===== config.mk =====
export PLATFORM = sky130hd
export DESIGN_NAME = emb_timer
export DESIGN_NICKNAME = d
export VERILOG_FILES = /design/src/emb_pkg.sv /design/src/emb_sync.sv /design/src/emb_timer.sv
export SDC_FILE = /design/constraint.sdc
export NUM_CORES = 1
export LEC_CHECK = 0
export BUFFER_PORTS_ARGS = -buffer_cell sky130_fd_sc_hd__clkbuf_2
export CAP_MARGIN = 20
export CORE_ASPECT_RATIO = 1.1
export CORE_MARGIN = 2
export CORE_UTILIZATION = 35
export CTS_CLUSTER_DIAMETER = 40
export DETAILED_ROUTE_END_ITERATION = 7
export GPL_TIMING_DRIVEN = 0
export MAX_ROUTING_LAYER = met4
export SLEW_MARGIN = 20
export SYNTH_ARGS = -nofsm -noshare
export SYNTH_HDL_FRONTEND = slang
export SYNTH_SLANG_ARGS = --single-unit

===== constraint.sdc =====
create_clock -name clock -period 7.6 [get_ports clock]
set_clock_uncertainty 0.2 [all_clocks]
set_input_delay 0.76 -clock clock [delete_from_list [all_inputs] [get_ports clock]]
set_output_delay 0.76 -clock clock [all_outputs]
set_load 0.01 [all_outputs]

===== src/emb_pkg.sv =====
// package: register map, field layout, reset values and types of the external bus timer
package emb_pkg;
	localparam logic [7:0] EMB_OFS_TIMING = 8'h00;
	localparam logic [7:0] EMB_OFS_CONFIG = 8'h04;
	localparam logic [7:0] EMB_OFS_ADDR = 8'h08;
	localparam logic [7:0] EMB_OFS_DATA = 8'h0c;
	localparam logic [7:0] EMB_OFS_CMD = 8'h10;
	localparam logic [7:0] EMB_TIMING_RESET = 8'hff;
	localparam logic [7:0] EMB_CONFIG_RESET = 8'h03;
	localparam int EMB_SETUP_LSB = 6;
	localparam int EMB_STROBE_LSB = 2;
	localparam int EMB_HOLD_LSB = 0;
	localparam int EMB_MUX_BIT = 4;
	localparam int EMB_LATCH_LSB = 0;
	localparam int EMB_CMD_START_BIT = 0;
	localparam int EMB_CMD_WRITE_BIT = 1;
	localparam logic [4:0] EMB_START_CYCLES = 5'h01;
	localparam logic [4:0] EMB_TAIL_CYCLES = 5'h03;
	localparam logic [4:0] EMB_ONE = 5'h01;
	typedef enum logic [2:0] {
		EMB_IDLE = 3'h0,
		EMB_START = 3'h1,
		EMB_ALE_HI = 3'h3,
		EMB_ALE_LO = 3'h2,
		EMB_SETUP = 3'h6,
		EMB_STROBE = 3'h7,
		EMB_HOLD = 3'h5,
		EMB_TAIL = 3'h4
	} emb_state_t;
	typedef struct packed {
		logic [15:0] addr;
		logic addr_oe;
		logic [7:0] data_out;
		logic data_oe;
		logic rd_n;
		logic wr_n;
		logic ale;
	} emb_pins_t;
endpackage


===== src/emb_sync.sv =====
// two-flop synchroniser with asynchronous clear to zero
`timescale 1ns/100ps
module emb_sync #(
	parameter int WIDTH = 1
) (
	input wire logic clock,
	input wire logic rst_n,
	input wire logic [WIDTH-1:0] d,
	output logic [WIDTH-1:0] q
);
	logic [WIDTH-1:0] stage1_reg;
	always_ff @(posedge clock or negedge rst_n) begin
		if (!rst_n) begin
			stage1_reg <= '0;
			q <= '0;
		end else begin
			stage1_reg <= d;
			q <= stage1_reg;
		end
	end
endmodule // emb_sync


===== src/emb_timer.sv =====
// external data-memory bus cycle timer with apb register access
`timescale 1ns/100ps
module emb_timer (
	input wire logic clock,
	input wire logic resetn,
	input wire logic psel,
	input wire logic penable,
	input wire logic pwrite,
	input wire logic [7:0] paddr,
	input wire logic [31:0] pwdata,
	output logic [31:0] prdata,
	output logic pready,
	output logic pslverr,
	input wire logic [7:0] data_in,
	output emb_pkg::emb_pins_t pins
);
	import emb_pkg::*;

	logic rst_n;
	logic [7:0] data_sync;
	emb_sync #(.WIDTH(1)) u_rst_sync (
		.clock(clock),
		.rst_n(resetn),
		.d(1'b1),
		.q(rst_n)
	);
	emb_sync #(.WIDTH(8)) u_data_sync (
		.clock(clock),
		.rst_n(rst_n),
		.d(data_in),
		.q(data_sync)
	);

	logic [7:0] timing_reg, timing_next;
	logic [7:0] config_reg, config_next;
	logic [15:0] addr_reg, addr_next;
	logic [7:0] wdata_reg, wdata_next;
	logic [7:0] rdata_reg, rdata_next;
	logic dir_write_reg, dir_write_next;
	logic [7:0] dur_reg, dur_next;
	logic [7:0] dur_cnt_reg, dur_cnt_next;
	logic [31:0] prdata_next;
	logic pready_next, pslverr_next;
	emb_state_t state_reg, state_next;
	logic [4:0] cnt_reg, cnt_next;
	logic strobe_end_reg, strobe_end_next;
	logic capture_reg, capture_next;
	emb_pins_t pins_next;

	function automatic logic is_mux(input logic [7:0] cf);
		return ~cf[EMB_MUX_BIT];
	endfunction

	// cycles spent in a phase; zero means the phase is skipped
	function automatic logic [4:0] phase_len(input emb_state_t s, input logic [7:0] tc,
			input logic [7:0] cf);
		case (s)
			EMB_START: phase_len = EMB_START_CYCLES;
			EMB_ALE_HI, EMB_ALE_LO: phase_len = {3'h0, cf[EMB_LATCH_LSB +: 2]} + EMB_ONE;
			EMB_SETUP: phase_len = {3'h0, tc[EMB_SETUP_LSB +: 2]};
			EMB_STROBE: phase_len = {1'b0, tc[EMB_STROBE_LSB +: 4]} + EMB_ONE;
			EMB_HOLD: phase_len = {3'h0, tc[EMB_HOLD_LSB +: 2]};
			EMB_TAIL: phase_len = EMB_TAIL_CYCLES;
			default: phase_len = 5'h00;
		endcase
	endfunction

	// successor phase, skipping phases whose programmed length is zero
	function automatic emb_state_t phase_after(input emb_state_t s, input logic [7:0] tc,
			input logic [7:0] cf);
		case (s)
			EMB_START: begin
				if (is_mux(cf)) begin
					phase_after = EMB_ALE_HI;
				end else if (tc[EMB_SETUP_LSB +: 2] != 2'h0) begin
					phase_after = EMB_SETUP;
				end else begin
					phase_after = EMB_STROBE;
				end
			end
			EMB_ALE_HI: phase_after = EMB_ALE_LO;
			EMB_ALE_LO: begin
				if (tc[EMB_SETUP_LSB +: 2] != 2'h0) begin
					phase_after = EMB_SETUP;
				end else begin
					phase_after = EMB_STROBE;
				end
			end
			EMB_SETUP: phase_after = EMB_STROBE;
			EMB_STROBE: begin
				if (tc[EMB_HOLD_LSB +: 2] != 2'h0) begin
					phase_after = EMB_HOLD;
				end else begin
					phase_after = EMB_TAIL;
				end
			end
			EMB_HOLD: phase_after = EMB_TAIL;
			default: phase_after = EMB_IDLE;
		endcase
	endfunction

	logic apb_access, apb_write, busy, start_req;
	always_comb begin
		apb_access = psel & penable & pready;
		apb_write = apb_access & pwrite;
		busy = (state_reg != EMB_IDLE);
		// refusal is judged once, when pslverr is raised, so the error and the effect agree
		start_req = apb_write & (paddr == EMB_OFS_CMD) & pwdata[EMB_CMD_START_BIT] & ~pslverr;
	end

	// register file; settings are frozen while an access runs so its phases stay coherent
	always_comb begin
		timing_next = timing_reg;
		config_next = config_reg;
		addr_next = addr_reg;
		wdata_next = wdata_reg;
		dir_write_next = dir_write_reg;
		pready_next = psel & penable & ~pready;
		pslverr_next = 1'b0;
		prdata_next = 32'h0000_0000;
		if (psel & penable & ~pready) begin
			case (paddr)
				EMB_OFS_TIMING: begin
					prdata_next = {24'h00_0000, timing_reg};
					pslverr_next = pwrite & busy;
				end
				EMB_OFS_CONFIG: begin
					prdata_next = {24'h00_0000, 3'h0, config_reg[4:0]};
					pslverr_next = pwrite & busy;
				end
				EMB_OFS_ADDR: begin
					prdata_next = {16'h0000, addr_reg};
					pslverr_next = pwrite & busy;
				end
				EMB_OFS_DATA: begin
					prdata_next = {24'h00_0000, rdata_reg};
					pslverr_next = pwrite & busy;
				end
				EMB_OFS_CMD: begin
					prdata_next = {16'h0000, dur_reg, 6'h00, dir_write_reg, busy};
					pslverr_next = pwrite & busy;
				end
				default: pslverr_next = 1'b1;
			endcase
		end
		if (apb_write & ~pslverr) begin
			case (paddr)
				EMB_OFS_TIMING: timing_next = pwdata[7:0];
				EMB_OFS_CONFIG: config_next = {3'h0, pwdata[4:0]};
				EMB_OFS_ADDR: addr_next = pwdata[15:0];
				EMB_OFS_DATA: wdata_next = pwdata[7:0];
				EMB_OFS_CMD: dir_write_next = pwdata[EMB_CMD_WRITE_BIT];
				default: ;
			endcase
		end
	end

	// phase sequencer and pin drive
	always_comb begin
		state_next = state_reg;
		cnt_next = cnt_reg;
		dur_cnt_next = dur_cnt_reg;
		dur_next = dur_reg;
		if (start_req) begin
			state_next = EMB_START;
			cnt_next = phase_len(EMB_START, timing_reg, config_reg);
			dur_cnt_next = 8'h01;
		end else if (busy) begin
			dur_cnt_next = dur_cnt_reg + 8'h01;
			if (cnt_reg == EMB_ONE) begin
				state_next = phase_after(state_reg, timing_reg, config_reg);
				cnt_next = phase_len(state_next, timing_reg, config_reg);
				if (state_reg == EMB_TAIL) begin
					dur_next = dur_cnt_reg;
				end
			end else begin
				cnt_next = cnt_reg - EMB_ONE;
			end
		end
		strobe_end_next = (state_reg == EMB_STROBE) & (cnt_reg == EMB_ONE) & ~dir_write_reg;
		// two-cycle lag of the synchroniser: pin value at strobe end is taken two edges later
		capture_next = strobe_end_reg;
		rdata_next = capture_reg ? data_sync : rdata_reg;
		pins_next.addr = addr_reg;
		pins_next.addr_oe = (state_next != EMB_IDLE);
		pins_next.ale = (state_next == EMB_ALE_HI);
		pins_next.rd_n = ~((state_next == EMB_STROBE) & ~dir_write_reg);
		pins_next.wr_n = ~((state_next == EMB_STROBE) & dir_write_reg);
		if (is_mux(config_reg) & ((state_next == EMB_ALE_HI) | (state_next == EMB_ALE_LO))) begin
			pins_next.data_out = addr_reg[7:0];
			pins_next.data_oe = 1'b1;
		end else begin
			pins_next.data_out = wdata_reg;
			pins_next.data_oe = dir_write_reg & ((state_next == EMB_SETUP) |
				(state_next == EMB_STROBE) | (state_next == EMB_HOLD));
		end
	end

	always_ff @(posedge clock or negedge rst_n) begin
		if (!rst_n) begin
			timing_reg <= EMB_TIMING_RESET;
			config_reg <= EMB_CONFIG_RESET;
			addr_reg <= 16'h0000;
			wdata_reg <= 8'h00;
			rdata_reg <= 8'h00;
			dir_write_reg <= 1'b0;
			dur_reg <= 8'h00;
			dur_cnt_reg <= 8'h00;
			prdata <= 32'h0000_0000;
			pready <= 1'b0;
			pslverr <= 1'b0;
			state_reg <= EMB_IDLE;
			cnt_reg <= 5'h00;
			strobe_end_reg <= 1'b0;
			capture_reg <= 1'b0;
			pins <= '{addr: 16'h0000, addr_oe: 1'b0, data_out: 8'h00, data_oe: 1'b0,
				rd_n: 1'b1, wr_n: 1'b1, ale: 1'b0};
		end else begin
			timing_reg <= timing_next;
			config_reg <= config_next;
			addr_reg <= addr_next;
			wdata_reg <= wdata_next;
			rdata_reg <= rdata_next;
			dir_write_reg <= dir_write_next;
			dur_reg <= dur_next;
			dur_cnt_reg <= dur_cnt_next;
			prdata <= prdata_next;
			pready <= pready_next;
			pslverr <= pslverr_next;
			state_reg <= state_next;
			cnt_reg <= cnt_next;
			strobe_end_reg <= strobe_end_next;
			capture_reg <= capture_next;
			pins <= pins_next;
		end
	end
endmodule // emb_timer


## After elaboration in Yosys (flattened, before gate mapping)

Index checks and enable logic that the tools add are counted.

| word-level totals | value |
|---|---|
| bits of input ports | 53 |
| bits in registers | 153 |
| output and inout bits | 63 |
| logic and storage cells | 114 |

| operators by class | value |
|---|---|
| bitwise gates (word level) | 25 |
| multiplexer cells | 21 |
| equality and inequality tests | 24 |
| reduce and logical (&&, ||, !) cells | 14 |
| add/subtract/negate cells | 4 |

Operators with widths:

| operator | number |
|---|---|
| one-hot mux 16 bit (5 select lines) | 1 |
| equality test 3 bit (second input constant) | 11 |
| one-hot mux 5 bit (6 select lines) | 1 |
| 2-to-1 mux 3 bit | 7 |
| equality test 3 x 2 -> 1 bit (second input constant) | 6 |
| one-hot mux 3 bit (6 select lines) | 1 |
| equality test 8 x 4 -> 1 bit (second input constant) | 2 |
| 2-to-1 mux 16 bit | 1 |
| 2-to-1 mux 8 bit | 2 |
| bitwise AND 1 bit | 15 |
| 2-to-1 mux 5 bit | 3 |
| AND reduction 2 bit | 5 |
| 2-to-1 mux 9 bit | 1 |
| adder 8 x 1 -> 8 bit (second input constant) | 1 |
| equality test 8 x 3 -> 1 bit (second input constant) | 1 |
| equality test 8 x 5 -> 1 bit (second input constant) | 1 |
| logical NOT 8 bit | 1 |
| NOT 1 bit | 7 |
| equality test 3 x 1 -> 1 bit (second input constant) | 2 |
| nonzero test 2 bit | 3 |
| nonzero test 3 bit | 2 |
| adder 4 x 1 -> 5 bit (second input constant) | 1 |
| equality test 5 x 1 -> 1 bit (second input constant) | 1 |
| OR reduction 5 bit | 1 |
| other kinds (6) | 11 |

## Depth between registers and ports, before layout

| logic depth | value |
|---|---|
| depth in word-level cells | 15 |
| gate-level depth with buffers | 8 |
| mapped depth without buffers | 6 |

## By module

Synthesis repeated with hierarchy kept, for this count alone.

| second synthesis, totals | value |
|---|---|
| cell total of the unflattened synthesis | 418 |
| area, all modules | 5,580.4 µm² |

Modules (own cells, without submodules):

| module | area each (µm²) | instances | cells an instance |
|---|---|---|---|
| emb_timer | 5,129.9 | 1 | 400 |
| emb_sync (u_data_sync) | 400.4 | 1 | 16 |
| emb_sync (u_rst_sync) | 50.0 | 1 | 2 |

## Worst setup path before layout

Ideal clock, no wire load.

| timing | value |
|---|---|
| kind | reg2reg |
| start point | register cnt_reg[1] |
| end point | register pins[10] (netlist name) |
| cell stages (with the launch flop) | 8 |
| library setup time | 125 ps |
| arrival | 2,282 ps |
| path buffers | 1 |
| slack | 4,994 ps |
| cell sequence | dfrtp_1 > inv_1 > ha_1 > or4b_1 > buf_2 > mux2i_1 > a2111oi_4 > mux2_2 |

RTL lines:

| element | RTL line | RTL |
|---|---|---|
| start, declared | emb_timer.sv:45 | `logic [4:0] cnt_reg, cnt_next;` |
| start signal, assigned | emb_timer.sv:231 | `cnt_reg <= cnt_next;` |
| end signal, assigned | emb_timer.sv:216 | `pins <= '{addr: 16'h0000, addr_oe: 1'b0, data_out: 8'h00, data_oe: 1'b0,` |
| end signal, assigned | emb_timer.sv:234 | `pins <= pins_next;` |
| end, declared | emb_timer.sv:15 | `output emb_pkg::emb_pins_t pins` |

==> results_dict.tcl <==
set metrics [dict create \
    cts_tree "done" \
    cp-endpoint "pins[6]$_DFF_PN0_" \
    rows 48 \
    r2r_end "pins[6]$_DFF_PN0_" \
    die-height_um 137 \
    fin_nets 603 \
    first_pass_iters 4 \
    clockBufferDepth 2 \
    hp-class "reg2async" \
    vias 3770 \
    dpl.hpwl_mm 9.04 \
    cts_buffers 17 \
    cts.sinks 137 \
    gp_congestion 0.878 \
    dp_cells 725 \
    r2r_start "cnt_reg[1]$_DFFE_PN0P_" \
    fin_crit_ps 3220 \
    netlist_area_mm2 0.00566 \
    path_class "reg2reg" \
    die_w_um 125 \
    slew_headroom_pct 25.7 \
    regToRegSetupSlack_ps 4380 \
    synth_cells 425 \
    syn2layout_area_growth_pct 24.4 \
    setup_viol 0 \
    leakagePower_nw 3.42 \
    ys_ff_latch 137 \
    core_area_mm2 0.0157 \
    remaining_drc_errors 0 \
    numPortBuffers 83 \
    synth_warnings 0 \
    dp_slack_ps 4330 \
    setup_tns_ps 0 \
    synth_edf_count 0 \
    ff2ff_path_depth 7 \
    finalHoldViolCount 0 \
    async_flop_share_pct 100 \
    postRouteAntennaNets 0 \
    cts_htree_levels 4 \
    cts_root_buffer "clkbuf_16" \
    avgSynthCellArea_um2 13.3 \
    cts.clk_slew.worst_paths_ps 60 \
    clk_latency_ps 420 \
    rsz0062_at_grt "false" \
    stdcell_area_mm2 0.00704 \
    dr.first_iter.drc_count 159 \
    worstPathRequired_ps 7710 \
    overflow 0 \
    fmax_mhz 310 \
    grt_pass1_vias 3915 \
    viasPerCell 4.98 \
    grt_pass1_wl_mm 20.6 \
    fill_cells 1484 \
    cp_max_fo 9 \
    power_density_mw_per_mm2 295 \
    start_util_pct 35.9 \
    cap_violations 0 \
    ios 116 \
    largest_register_ffs 29 \
    setup_ws_ps 4380 \
    status "complete, no violations" \
    crit_start "cnt_reg[1]$_DFFE_PN0P_" \
    layout_common_cells "dfrtp_1 (124), clkbuf_2 (83), mux2_2 (65), nor2_1 (28), nand2_1 (20)" \
    yosysUniqueCellTypes 58 \
    ys.flop_type "dfrtp_1" \
    ys_seq_area_share_pct 60.9 \
    placed_area_mm2 0.00644 \
    fin_crit_sh_pct 42.4 \
    mostFrequentLayoutCell "dfrtp_1" \
    track_usage_pct 16.2 \
    post_drt_wl_per_cell_um 16.9 \
    layout.cells.non_filler 757 \
    antennaDiodeCount 0 \
    grt_antenna_before_repair 0 \
    die_area_mm2 0.0172 \
    end_kind "flip-flop" \
    crit_arrival_ps 3330 \
    startpoint_type "flip-flop" \
    cts_setup_buffers 0 \
    wl_mm 12.8 \
    drv_slew 0 \
    tightest_slew_ps 1120 \
    drive_gt1_share_pct 39.9 \
    grt_max_degree 55 \
    ir_drop_mv 0.164 \
]
-- timing repair --
| item | in CTS | in global routing |
|---|---|---|
| resized for setup | 0 | 0 |
| endpoints found under the hold margin | 2 | 0 |
| hold buffers | 1 | 0 |
-- cell families (layout without fill, tap and decap cells) --
logic type,Yosys count,count (layout),share of synthesized area [%]
simple gates,100,100,9.49
xor+xnor,9,9,1.39
flops,137,137,60.9
mux,71,71,15.1
other cells,2,17,0.133
buf+inv,43,160,4.14
compound gates,58,58,7.76
fa+ha+maj,5,5,1.11
-- Yosys cell counts, types with 3 or more instances --
library cell	instances	area (um2)
dfrtp_1	125	3130
nor3_1	6	30.0
o21ai_0	10	50.1
nand4_1	6	37.5
buf_1	4	15.0
dfstp_2	12	315
mux2_2	65	732
or3_1	3	18.8
a21oi_1	6	30.0
nand4b_1	3	26.3
ha_1	5	62.6
buf_4	16	120
and3_1	5	31.3
mux4_2	5	113
nor2b_1	5	31.3
a22oi_1	16	120
inv_1	8	30.0
buf_2	4	20.0
xor2_1	3	26.3
nand3_1	9	45.0
clkbuf_1	10	37.5
o211ai_1	3	22.5
nor2_1	28	105
nand2_1	20	75.1
xnor2_1	6	52.6
-- per-layer routing --
metal / wire length, um / GRT usage [%] / up-vias
li1: - / - / 1745
met4: 284 / 6.60 / 0
met5: 0 / - / -
met2: 6520 / 26.5 / 107
met3: 612 / 4.39 / 26
met1: 5360 / 19.1 / 1892
-- worst min path at each step --
stage	from	endpoint	slack [ps]	cells after the start
final	u_rst_sync.q$_DFF_PN0_	addr_reg[13]$_DFFE_PN0P_	100	0
after global routing	u_rst_sync.q$_DFF_PN0_	addr_reg[13]$_DFFE_PN0P_	150	0
after CTS	u_rst_sync.q$_DFF_PN0_	addr_reg[13]$_DFFE_PN0P_	130	0
after detailed placement	u_rst_sync.q$_DFF_PN0_	addr_reg[13]$_DFFE_PN0P_	120	0
after global placement	u_data_sync.stage1_reg[0]$_DFF_PN0_	u_data_sync.q[0]$_DFF_PN0_	130	0
after floorplan	capture_next$_DFF_PN0_	capture_reg$_DFF_PN0_	130	0
-- layout make-up --
cell class,count,area [um2],area share (%)
Clock inverter,8,110,1.57
Buffer,35,204,2.90
Sequential cell,137,3450,49.0
Multi-Input combinational cell,260,2040,28.9
Clock buffer,23,478,6.79
Tap cell,200,250,3.56
Timing Repair Buffer,86,480,6.83
Inverter,8,30.0,0.427
-- per-stage QoR --
step                      power [mW]  util, %  hold WS (ps)
final                           2.07     44.7           101
after global routing            2.18     44.7           146
after floorplan                 1.14        -           131
after CTS                       2.09     44.7           127
after detailed placement        1.26     40.9           120
after global placement          1.25     40.5           132
-- where the power goes --
group | total [mW] | switching (mW) | leakage [nW] | internal [mW]
registers | 0.863 | 0.0659 | 1.79 | 0.797
logic | 0.392 | 0.227 | 1.36 | 0.165
clock network | 0.819 | 0.309 | 0.280 | 0.510
total | 2.07 | 0.602 | 3.42 | 1.47
-- worst max-delay path, cell delays in order (launching register included) --
cell	delay [ps]
dfrtp_1	400
inv_1	110
ha_1	200
or4b_1	430
buf_2	180
mux2i_1	160
a2111oi_4	1010
mux2_2	420
(Power assumes the default switching activity.)
